<file path="src/hw/nvpe_cfg.svh">
// Constants for the byte program/erase control block
`ifndef NVPE_CFG_SVH
`define NVPE_CFG_SVH
`define NVPE_CTRL_ADDR 16'h0007
`define NVPE_ARRAY_BASE 16'h0100
`define NVPE_ARRAY_LAST 16'h01FF
`define NVPE_OPTION_ADDR 16'h0100
`define NVPE_CTRL_RESET 8'h00
`define NVPE_BIT_PUMP 0
`define NVPE_BIT_LATCH 1
`define NVPE_BIT_ERASE 2
`define NVPE_BIT_CLKOUT 3
`define NVPE_ERASED_BYTE 8'hFF
`define NVPE_PROGRAMMED_BYTE 8'h00
`define NVPE_BLOCKED_READ 8'hFF
`endif

</file>
<file path="src/hw/nvpe_pkg.sv">
// Types for the byte program/erase control block
package nvpe_pkg;
    typedef enum logic [1:0] {
        NVPE_READ,
        NVPE_ARMED,
        NVPE_CAPTURED,
        NVPE_PUMPING
    } nvpe_state_type;
endpackage

</file>
<file path="src/hw/nvpe_array.sv">
// 256 x 8 nonvolatile array model with registered read data
`timescale 1ns/100ps
`default_nettype none
module nvpe_array (
    input wire logic clk,
    input wire logic we,
    input wire logic [7:0] waddr,
    input wire logic [7:0] wdata,
    input wire logic [7:0] raddr,
    output logic [7:0] rdata
);
    logic [7:0] mem_reg [0:255];

    always_ff @(posedge clk) begin
        if (we) begin
            mem_reg[waddr] <= wdata;
        end
    end

    always_ff @(posedge clk) begin
        rdata <= mem_reg[raddr];
    end
endmodule // nvpe_array
`default_nettype wire

</file>
<file path="src/hw/nvpe_ctrl.sv">
// Byte program/erase controller for the 256-byte nonvolatile array
// Operation
// - 256 bytes at 0x0100-0x01FF, byte erasable
// - 255 general bytes, one option byte
// - No bulk or row erase
// - Erase select picks erase or program
// - Erase select frozen after address capture
// - Latch without pump captures address only
// - Latch low: readable, erase/pump forced zero
// - Stop or reset clears latch enable
// - Pump bit drives charge pump high voltage
// - Pump refused until address captured
// - Pump cleared only by clearing latch
// - Latch, pump and capture flags decode the four states
// - Latch-low combinations behave as read; pump without capture as pumping
// - Register resets zero, upper nibble zero
// - Array reads all ones while latched
// - New address ignored until latch cleared
// - Erased reads FF, programmed reads 00
`timescale 1ns/100ps
`default_nettype none
`include "nvpe_cfg.svh"
module nvpe_ctrl
    import nvpe_pkg::*;
(
    input wire logic clk,
    input wire logic rst_b,
    input wire logic stop_mode,
    input wire logic [15:0] bus_addr,
    input wire logic bus_wr,
    input wire logic bus_rd,
    input wire logic [7:0] bus_wdata,
    output logic [7:0] bus_rdata,
    output logic array_sel,
    output logic pump_voltage_pin,
    output logic bus_clock_output_enable,
    output logic [1:0] ctrl_state
);
    logic erase_select_reg;
    logic latch_enable_reg;
    logic pump_enable_reg;
    logic clkout_reg;
    logic captured_reg;
    logic [7:0] cap_addr_reg;
    logic blocked_reg;
    logic ctrl_read_reg;
    logic [7:0] ctrl_rdata_reg;
    logic pump_fall;
    logic mem_we;
    logic [7:0] mem_wdata;
    logic [7:0] mem_rdata;
    logic ctrl_hit;
    logic array_hit;
    logic latch_next;
    nvpe_state_type state_next;

    assign ctrl_hit = (bus_addr == `NVPE_CTRL_ADDR);
    assign array_hit = (bus_addr >= `NVPE_ARRAY_BASE) && (bus_addr <= `NVPE_ARRAY_LAST);
    assign array_sel = array_hit;
    assign latch_next = bus_wdata[`NVPE_BIT_LATCH];

    // Latch enable: cleared by stop and reset
    always_ff @(posedge clk) begin
        if (!rst_b || stop_mode) begin
            latch_enable_reg <= 1'b0;
        end else if (bus_wr && ctrl_hit) begin
            latch_enable_reg <= latch_next;
        end
    end

    // Erase select frozen once an address is held; forced low without latch
    always_ff @(posedge clk) begin
        if (!rst_b || stop_mode) begin
            erase_select_reg <= 1'b0;
        end else if (bus_wr && ctrl_hit) begin
            if (!latch_next) begin
                erase_select_reg <= 1'b0;
            end else if (!captured_reg) begin
                erase_select_reg <= bus_wdata[`NVPE_BIT_ERASE];
            end
        end
    end

    // Pump bit: set only after capture, cleared only with latch
    always_ff @(posedge clk) begin
        if (!rst_b || stop_mode) begin
            pump_enable_reg <= 1'b0;
        end else if (bus_wr && ctrl_hit) begin
            if (!latch_next) begin
                pump_enable_reg <= 1'b0;
            end else if (bus_wdata[`NVPE_BIT_PUMP] && captured_reg && latch_enable_reg) begin
                pump_enable_reg <= 1'b1;
            end
        end
    end

    always_ff @(posedge clk) begin
        if (!rst_b) begin
            clkout_reg <= 1'b0;
        end else if (bus_wr && ctrl_hit) begin
            clkout_reg <= bus_wdata[`NVPE_BIT_CLKOUT];
        end
    end

    // First array write after latching holds the target address
    always_ff @(posedge clk) begin
        if (!rst_b || stop_mode) begin
            captured_reg <= 1'b0;
            cap_addr_reg <= 8'h00;
        end else if (bus_wr && ctrl_hit && !latch_next) begin
            captured_reg <= 1'b0;
        end else if (bus_wr && array_hit && latch_enable_reg && !pump_enable_reg
                     && !captured_reg) begin
            captured_reg <= 1'b1;
            cap_addr_reg <= bus_addr[7:0];
        end
    end

    // Commit one byte when a latch-clearing control write stops the pump, also in stop mode; stop alone commits nothing; data ignored, erase FF, program 00
    assign pump_fall = pump_enable_reg && bus_wr && ctrl_hit && !latch_next;
    assign mem_we = pump_fall && captured_reg;
    assign mem_wdata = erase_select_reg ? `NVPE_ERASED_BYTE : `NVPE_PROGRAMMED_BYTE;

    nvpe_array u_array (
        .clk(clk),
        .we(mem_we),
        .waddr(cap_addr_reg),
        .wdata(mem_wdata),
        .raddr(bus_addr[7:0]),
        .rdata(mem_rdata)
    );

    // Read path registers follow the memory's one-cycle latency
    always_ff @(posedge clk) begin
        if (!rst_b) begin
            blocked_reg <= 1'b0;
            ctrl_read_reg <= 1'b0;
            ctrl_rdata_reg <= `NVPE_CTRL_RESET;
        end else begin
            blocked_reg <= latch_enable_reg;
            ctrl_read_reg <= bus_rd && ctrl_hit;
            ctrl_rdata_reg <= {4'h0, clkout_reg, erase_select_reg, latch_enable_reg,
                               pump_enable_reg};
        end
    end

    always_comb begin
        if (ctrl_read_reg) begin
            bus_rdata = ctrl_rdata_reg;
        end else if (blocked_reg) begin
            bus_rdata = `NVPE_BLOCKED_READ;
        end else begin
            bus_rdata = mem_rdata;
        end
    end

    // State decode; latch-low combinations fall back to read, pump without capture decodes as pumping
    always_comb begin
        if (!latch_enable_reg) begin
            state_next = NVPE_READ;
        end else if (pump_enable_reg) begin
            state_next = NVPE_PUMPING;
        end else if (captured_reg) begin
            state_next = NVPE_CAPTURED;
        end else begin
            state_next = NVPE_ARMED;
        end
    end

    assign ctrl_state = state_next;
    assign pump_voltage_pin = pump_enable_reg;
    assign bus_clock_output_enable = clkout_reg;
endmodule // nvpe_ctrl
`default_nettype wire

</file>
<file path="config.mk">
export PLATFORM = sky130hd
export DESIGN_NAME = nvpe_ctrl
export DESIGN_NICKNAME = d
export VERILOG_FILES = /design/src/hw/nvpe_pkg.sv /design/src/hw/nvpe_array.sv /design/src/hw/nvpe_ctrl.sv
export VERILOG_INCLUDE_DIRS = /design/src /design/src/hw
export SDC_FILE = /design/constraint.sdc
export NUM_CORES = 1
export LEC_CHECK = 0
export ABC_AREA = 1
export ABC_CLOCK_PERIOD_IN_PS = 4800
export BUFFER_PORTS_ARGS = -buffer_cell sky130_fd_sc_hd__buf_2
export CAP_MARGIN = 20
export CORE_MARGIN = 1.5
export CORE_UTILIZATION = 45
export DETAILED_ROUTE_END_ITERATION = 6
export GPL_ROUTABILITY_DRIVEN = 0
export RECOVER_POWER = 25
export SLEW_MARGIN = 20
export SYNTH_ARGS = -nofsm -noshare
export SYNTH_HDL_FRONTEND = slang
export SYNTH_SLANG_ARGS = --single-unit
</file>
<file path="constraint.sdc">
create_clock -name clk -period 4.8 [get_ports clk]
set_clock_uncertainty 0.15 [all_clocks]
set_input_delay 0.96 -clock clk [delete_from_list [all_inputs] [get_ports clk]]
set_output_delay 0.96 -clock clk [all_outputs]
set_load 0.005 [all_outputs]
</file>
==> flow_summary.json, run 1 <==
{
  "violations": "max-capacitance violations, max-slew violations",
  "cts_tree": "done",
  "crit_start": "bus_addr[3]",
  "fin_crit_ns": 3.884,
  "critPathLaunchType": "primary input",
  "antenna_found_initial": 0,
  "cts.clk_slew.worst_paths_ns": 0.06,
  "vias": 9162,
  "area_delta_synth_final_pct": 9.747,
  "die_area_um2": 29780,
  "synth_ff_type": "edfxtp_1",
  "status": "finished with violations",
  "hold_path_class": "register to register",
  "fillers": 2616,
  "slew_headroom": -1.084,
  "die_w_um": 172.6,
  "drtIter0Drc": 660,
  "path_max_fanout": 19,
  "cp_data_required_time_ns": 4.90,
  "grt_setup_unrepaired": "no",
  "hold_path_depth": 2,
  "crit_type": "primary input to register",
  "layout_common_cells": "nor2_1 (317), nand2_1 (265), edfxtp_1 (256)",
  "overflow": 0,
  "peakVddDrop_v": 0.0002945,
  "first_global_vias": 8869,
  "synthCells": 1342,
  "pre_cts_ws_ns": 0.6884,
  "finalSetupViolations": 0,
  "ys_seq_area_frac": 0.6235,
  "hold_viol": 0,
  "first_pass_iters": 5,
  "ios": 42,
  "cts_buffer_depth": 3,
  "clock-sinks": 275,
  "maxSlewViolCount": 106,
  "grt_pass1_wl_um": 49660,
  "setup_tns_ns": 0,
  "clk-insertion-delay-late_ns": 0.56,
  "via_per_inst": 5.272,
  "h-tree-depth": 1,
  "yosys_register_bits": 275,
  "p_total_mw": 5.074,
  "clockRootBuffer": "clkbuf_16",
  "p_per_area_nw_per_um2": 357.3,
  "grt_use_total": 0.2138,
  "cts_buffers": 31,
  "cp.arrival_ns": 3.99,
  "post_cts_resized": 0,
  "p_leak_nw": 5.220,
  "synth_nets": 1371,
  "reg2reg_slack_ns": 1.27,
  "synth_edf_count": 256,
  "register_area_um2": 8068,
  "cap_viol_max_count": 1,
  "nets": 1364,
  "finalCritPeriodShare": 0.8092,
  "io_buffers": 37,
  "dp_hpwl_um": 17270,
  "reg2regPathDepth": 1,
  "worst_slew_pin_slew_ns": 3.126,
  "routed_wl_um": 31690,
  "syn-cell-area_um2": 12940,
  "layout_setup_ws_ns": 0.9160,
  "die_h_um": 172.6,
  "fmax_mhz": 257.5,
  "whs_endpoint": "ctrl_rdata_reg[1]",
  "drive_gt1_frac": 0.1456,
  "worst_setup_path_end_kind": "register",
  "ant_nets": 0,
  "row_count": 61,
  "multi_input_area_um2": 4205,
  "r2r_end": "u_array.mem_reg[34][6]",
  "grt_max_degree": 154,
  "drc": 0,
  "r2r-start": "erase_select_reg",
  "final_cell_count_no_fill": 1738,
  "syn_area_per_cell_um2": 9.642,
  "largest_register_ffs": 256,
  "dp_cells": 1680,
  "coreArea_um2": 28010,
  "synth_warnings": 0,
  "async_flop_share": 0,
  "synth_cell_types": 32,
  "num_antenna_cells": 0,
  "initial_core_util": 0.4620,
  "min_from": "latch_enable_reg",
  "holdBufCountCts": 0,
  "post_cts_buffers": 0,
  "avgRoutedWirePerCell_um": 18.23,
  "fin_util": 0.5070,
  "mostFrequentLayoutCell": "nor2_1"
}
## area by class of cell
cell class,count,area share
clock buffer,35,0.05568
clock inverter,23,0.01269
inverter,58,0.01542
multi-input combinational,923,0.2961
sequential,275,0.5681
tap,378,0.03330
timing repair buffer,46,0.01868
## power breakdown
part / leakage (nW) / internal [mW] / switching, mW
logic: 1.78 / 0.0701 / 0.166
registers: 2.96 / 2.58 / 0.000790
clock network: 0.485 / 1.30 / 0.962
total: 5.22 / 3.95 / 1.13
## worst max path at each step
stage / endpoint / slack [ns] / cells after the start
2_1_floorplan: u_array.mem_reg[0][6] / 0.38 / 0
3_3_place_gp: u_array.mem_reg[72][6] / 0.72 / 9
3_5_place_dp: u_array.mem_reg[72][6] / 0.69 / 9
4_1_cts: u_array.mem_reg[72][6] / 1.29 / 9
5_1_grt: u_array.mem_reg[66][6] / 0.71 / 9
6_report: u_array.mem_reg[72][6] / 0.92 / 9
## cell usage after synthesis, types with 5 or more instances
master	n	area share
edfxtp_1	256	0.59
dfxtp_1	19	0.029
buf_6	11	0.0096
o21ai_0	71	0.027
nand3_1	118	0.046
inv_1	53	0.015
a21oi_1	31	0.012
nor2_2	90	0.044
buf_2	8	0.0031
nor2_1	317	0.092
clkbuf_1	53	0.015
buf_1	10	0.0029
nand3_4	10	0.014
o211ai_1	5	0.0029
nand2_1	265	0.077
## cells by family (layout without fill, tap and decap cells)
logic type             Yosys count  count (layout)  share of synthesized area
buffers and inverters          144             162                    0.05105
AND/OR/NAND/NOR                814             814                     0.2820
flip-flops                     275             275                     0.6235
AO/OA/AOI/OAI                  109             109                    0.04351
## metal layers
layer  GRT usage  vias to the layer above  wire, um
met5           0                        -         0
li1            -                     4435         -
met3     0.02221                       50      1324
met1      0.2883                     4477     14340
met2      0.3663                      200     15350
met4     0.06250                        0       675
## worst max-delay path, stage by stage
cell and delay (ns):
clkbuf_1 0.48, inv_1 0.16, nand2_1 0.11, nor4_4 0.30, nand4_1 0.25, or2_4 0.33, nor2_8 0.37, nand3_1 0.68
nor2_1 0.31
## stage by stage
stage	hold WS (ns)	instance area [um^2]
final	0.3075	14200
after global routing	0.3247	14200
after global placement	0.2900	13240
after floorplan	0.2704	12940
after detailed placement	0.2960	13240
after CTS	0.3046	14210
Note: power is estimated with default switching activity, not from simulation.
==> inputs of run 2 (changes only) <==
Settings changed: ABC_CLOCK_PERIOD_IN_PS 4800 to 3800.
Clock period 4.8 ns to 3.8 ns, I/O delays scaled along.
==> run 2 against run 1 <==
Effect of this change:
- critical path depth did not move
- highest routed layer unchanged
- the run still ends with max-capacitance violations, max-slew violations left
- count of clock-buffer cells in the layout rose by 9
- via count rose by 0.47%
- sequential share of layout area fell by 0.49 points
- clock power rose by 29%
- worst setup slack got worse by 0.24 ns
- first-iteration DRC count rose by 27%
- non-clock buffer count rose by 8
- wire length rose by 1.2%
- hold slack got worse by 0.024 ns
- global-route usage rose by 0.31 points
- die area did not move
==> flow_summary.json, run 2 (same netlist as run 1, synthesis figures left out) <==
{
  "ant_nets": 0,
  "cts_tree": "done",
  "num_antenna_cells": 0,
  "first_global_vias": 8929,
  "hold_path_class": "primary input to register",
  "slew_headroom": -0.5362,
  "io_buffers": 37,
  "die_h_um": 172.6,
  "fillers": 2644,
  "drive_gt1_frac": 0.1506,
  "switchingPower_mw": 1.387,
  "overflow": 0,
  "worst_setup_path_end_kind": "register",
  "p_seq_frac": 0.503,
  "nets": 1372,
  "cts_buffers": 31,
  "cts.clk_slew.worst_paths_ns": 0.06,
  "peakVddDrop_v": 0.0002986,
  "cp_data_required_time_ns": 3.90,
  "hold_viol": 0,
  "p_clk_frac": 0.450,
  "clk-insertion-delay-late_ns": 0.56,
  "critPathLaunchType": "primary input",
  "coreArea_um2": 28010,
  "grt_pass1_wl_um": 50250,
  "vias": 9205,
  "setup_tns_ns": 0,
  "cts_buffer_depth": 3,
  "via_per_inst": 5.272,
  "hold_path_depth": 3,
  "drtIter0Drc": 840,
  "dp_cells": 1688,
  "h-tree-depth": 1,
  "p_total_mw": 6.480,
  "mostFrequentLayoutCell": "nor2_1",
  "grt_use_total": 0.2168,
  "multi_input_area_um2": 4203,
  "pre_cts_ws_ns": 0.2387,
  "final_area_um2": 14320,
  "register_area_um2": 8068,
  "violations": "max-capacitance violations, max-slew violations",
  "p_int_mw": 5.093,
  "first_pass_iters": 6,
  "avgRoutedWirePerCell_um": 18.37,
  "path_max_fanout": 16,
  "fin_util": 0.5114,
  "reg2regPathDepth": 1,
  "cp.arrival_ns": 3.22,
  "initial_core_util": 0.4620,
  "postPlaceCellArea_um2": 13330,
  "ios": 42,
  "layout_common_cells": "nor2_1 (317), nand2_1 (265), edfxtp_1 (256)",
  "status": "finished with violations",
  "layout_setup_ws_ns": 0.6804,
  "p_leak_nw": 5.286,
  "fin_crit_ns": 3.120,
  "row_count": 61,
  "clock-sinks": 275,
  "finalSetupViolations": 0,
  "largest_register_ffs": 256,
  "antenna_found_initial": 0,
  "grt_max_degree": 161,
  "worst_slew_pin_slew_ns": 2.304,
  "maxSlewViolCount": 75,
  "routed_wl_um": 32070,
  "grt_setup_unrepaired": "no",
  "dp_hpwl_um": 17270,
  "holdWs_ns": 0.2832,
  "holdBufCountCts": 0,
  "die_area_um2": 29780,
  "comb_power_share": 0.047,
  "power_switching_share": 0.2141,
  "finalCritPeriodShare": 0.8209,
  "post_cts_buffers": 0,
  "final_cell_count_no_fill": 1746,
  "post_cts_resized": 0,
  "p_per_area_nw_per_um2": 452.4,
  "crit_type": "primary input to register",
  "area_delta_synth_final_pct": 10.69,
  "drc": 0,
  "fmax_mhz": 320.6,
  "cap_viol_max_count": 1,
  "clockRootBuffer": "clkbuf_16",
  "die_w_um": 172.6
}
==> run 2: cell types whose count changed in the layout (fill, tap and decap cells not counted), moves of 2 or more <==
| cell | before | now |
|---|---|---|
| clkbuf_16 | 31 | 34 |
| clkinv_2 | 12 | 9 |
| clkbuf_8 | 0 | 3 |
| buf_4 | 9 | 14 |
| buf_12 | 1 | 3 |
| clkinv_1 | 10 | 7 |
| clkbuf_1 | 6 | 8 |
==> run 2: final timing paths <==
path                    startpoint                endpoint  slack, ns
setup / recovery      bus_addr[13]  u_array.mem_reg[37][6]       0.68
hold / removal              bus_rd           ctrl_read_reg       0.28
setup reg to reg  erase_select_reg  u_array.mem_reg[32][6]       0.83
hold reg to reg   latch_enable_reg       ctrl_rdata_reg[1]       0.30
==> run 2: final cells by class <==
type | count | area share
Clock buffer | 44 | 0.06412
Clock inverter | 14 | 0.006551
Inverter | 58 | 0.01529
Multi-Input combinational cell | 923 | 0.2934
Sequential cell | 275 | 0.5632
Tap cell | 378 | 0.03302
Timing Repair Buffer | 54 | 0.02437
==> run 2: worst max-delay path: stages <==
cell and delay [ns]:
buf_2 0.10, nor2_1 0.25, nand2_1 0.14, nor4_4 0.21, nand4_1 0.25, or2_0 0.38
nor2_8 0.32, nand3_1 0.52, nor2_1 0.27
==> run 2: power by group through the flow <==
stage	combinational, mW	sequential (mW)	clock (mW)
after floorplan	0.193	3.32	0
after global placement	0.301	3.32	0
after detailed placement	0.302	3.32	0
after CTS	0.303	3.26	2.96
after global routing	0.333	3.26	3.07
final	0.303	3.26	2.92
==> run 2: layer usage <==
metal / up-vias / global-route usage / wire, um
met5: - / 0 / 0
met4: 0 / 0.07858 / 1034
met3: 66 / 0.02814 / 1657
met2: 245 / 0.3580 / 15170
met1: 4438 / 0.2945 / 14200
li1: 4456 / - / -
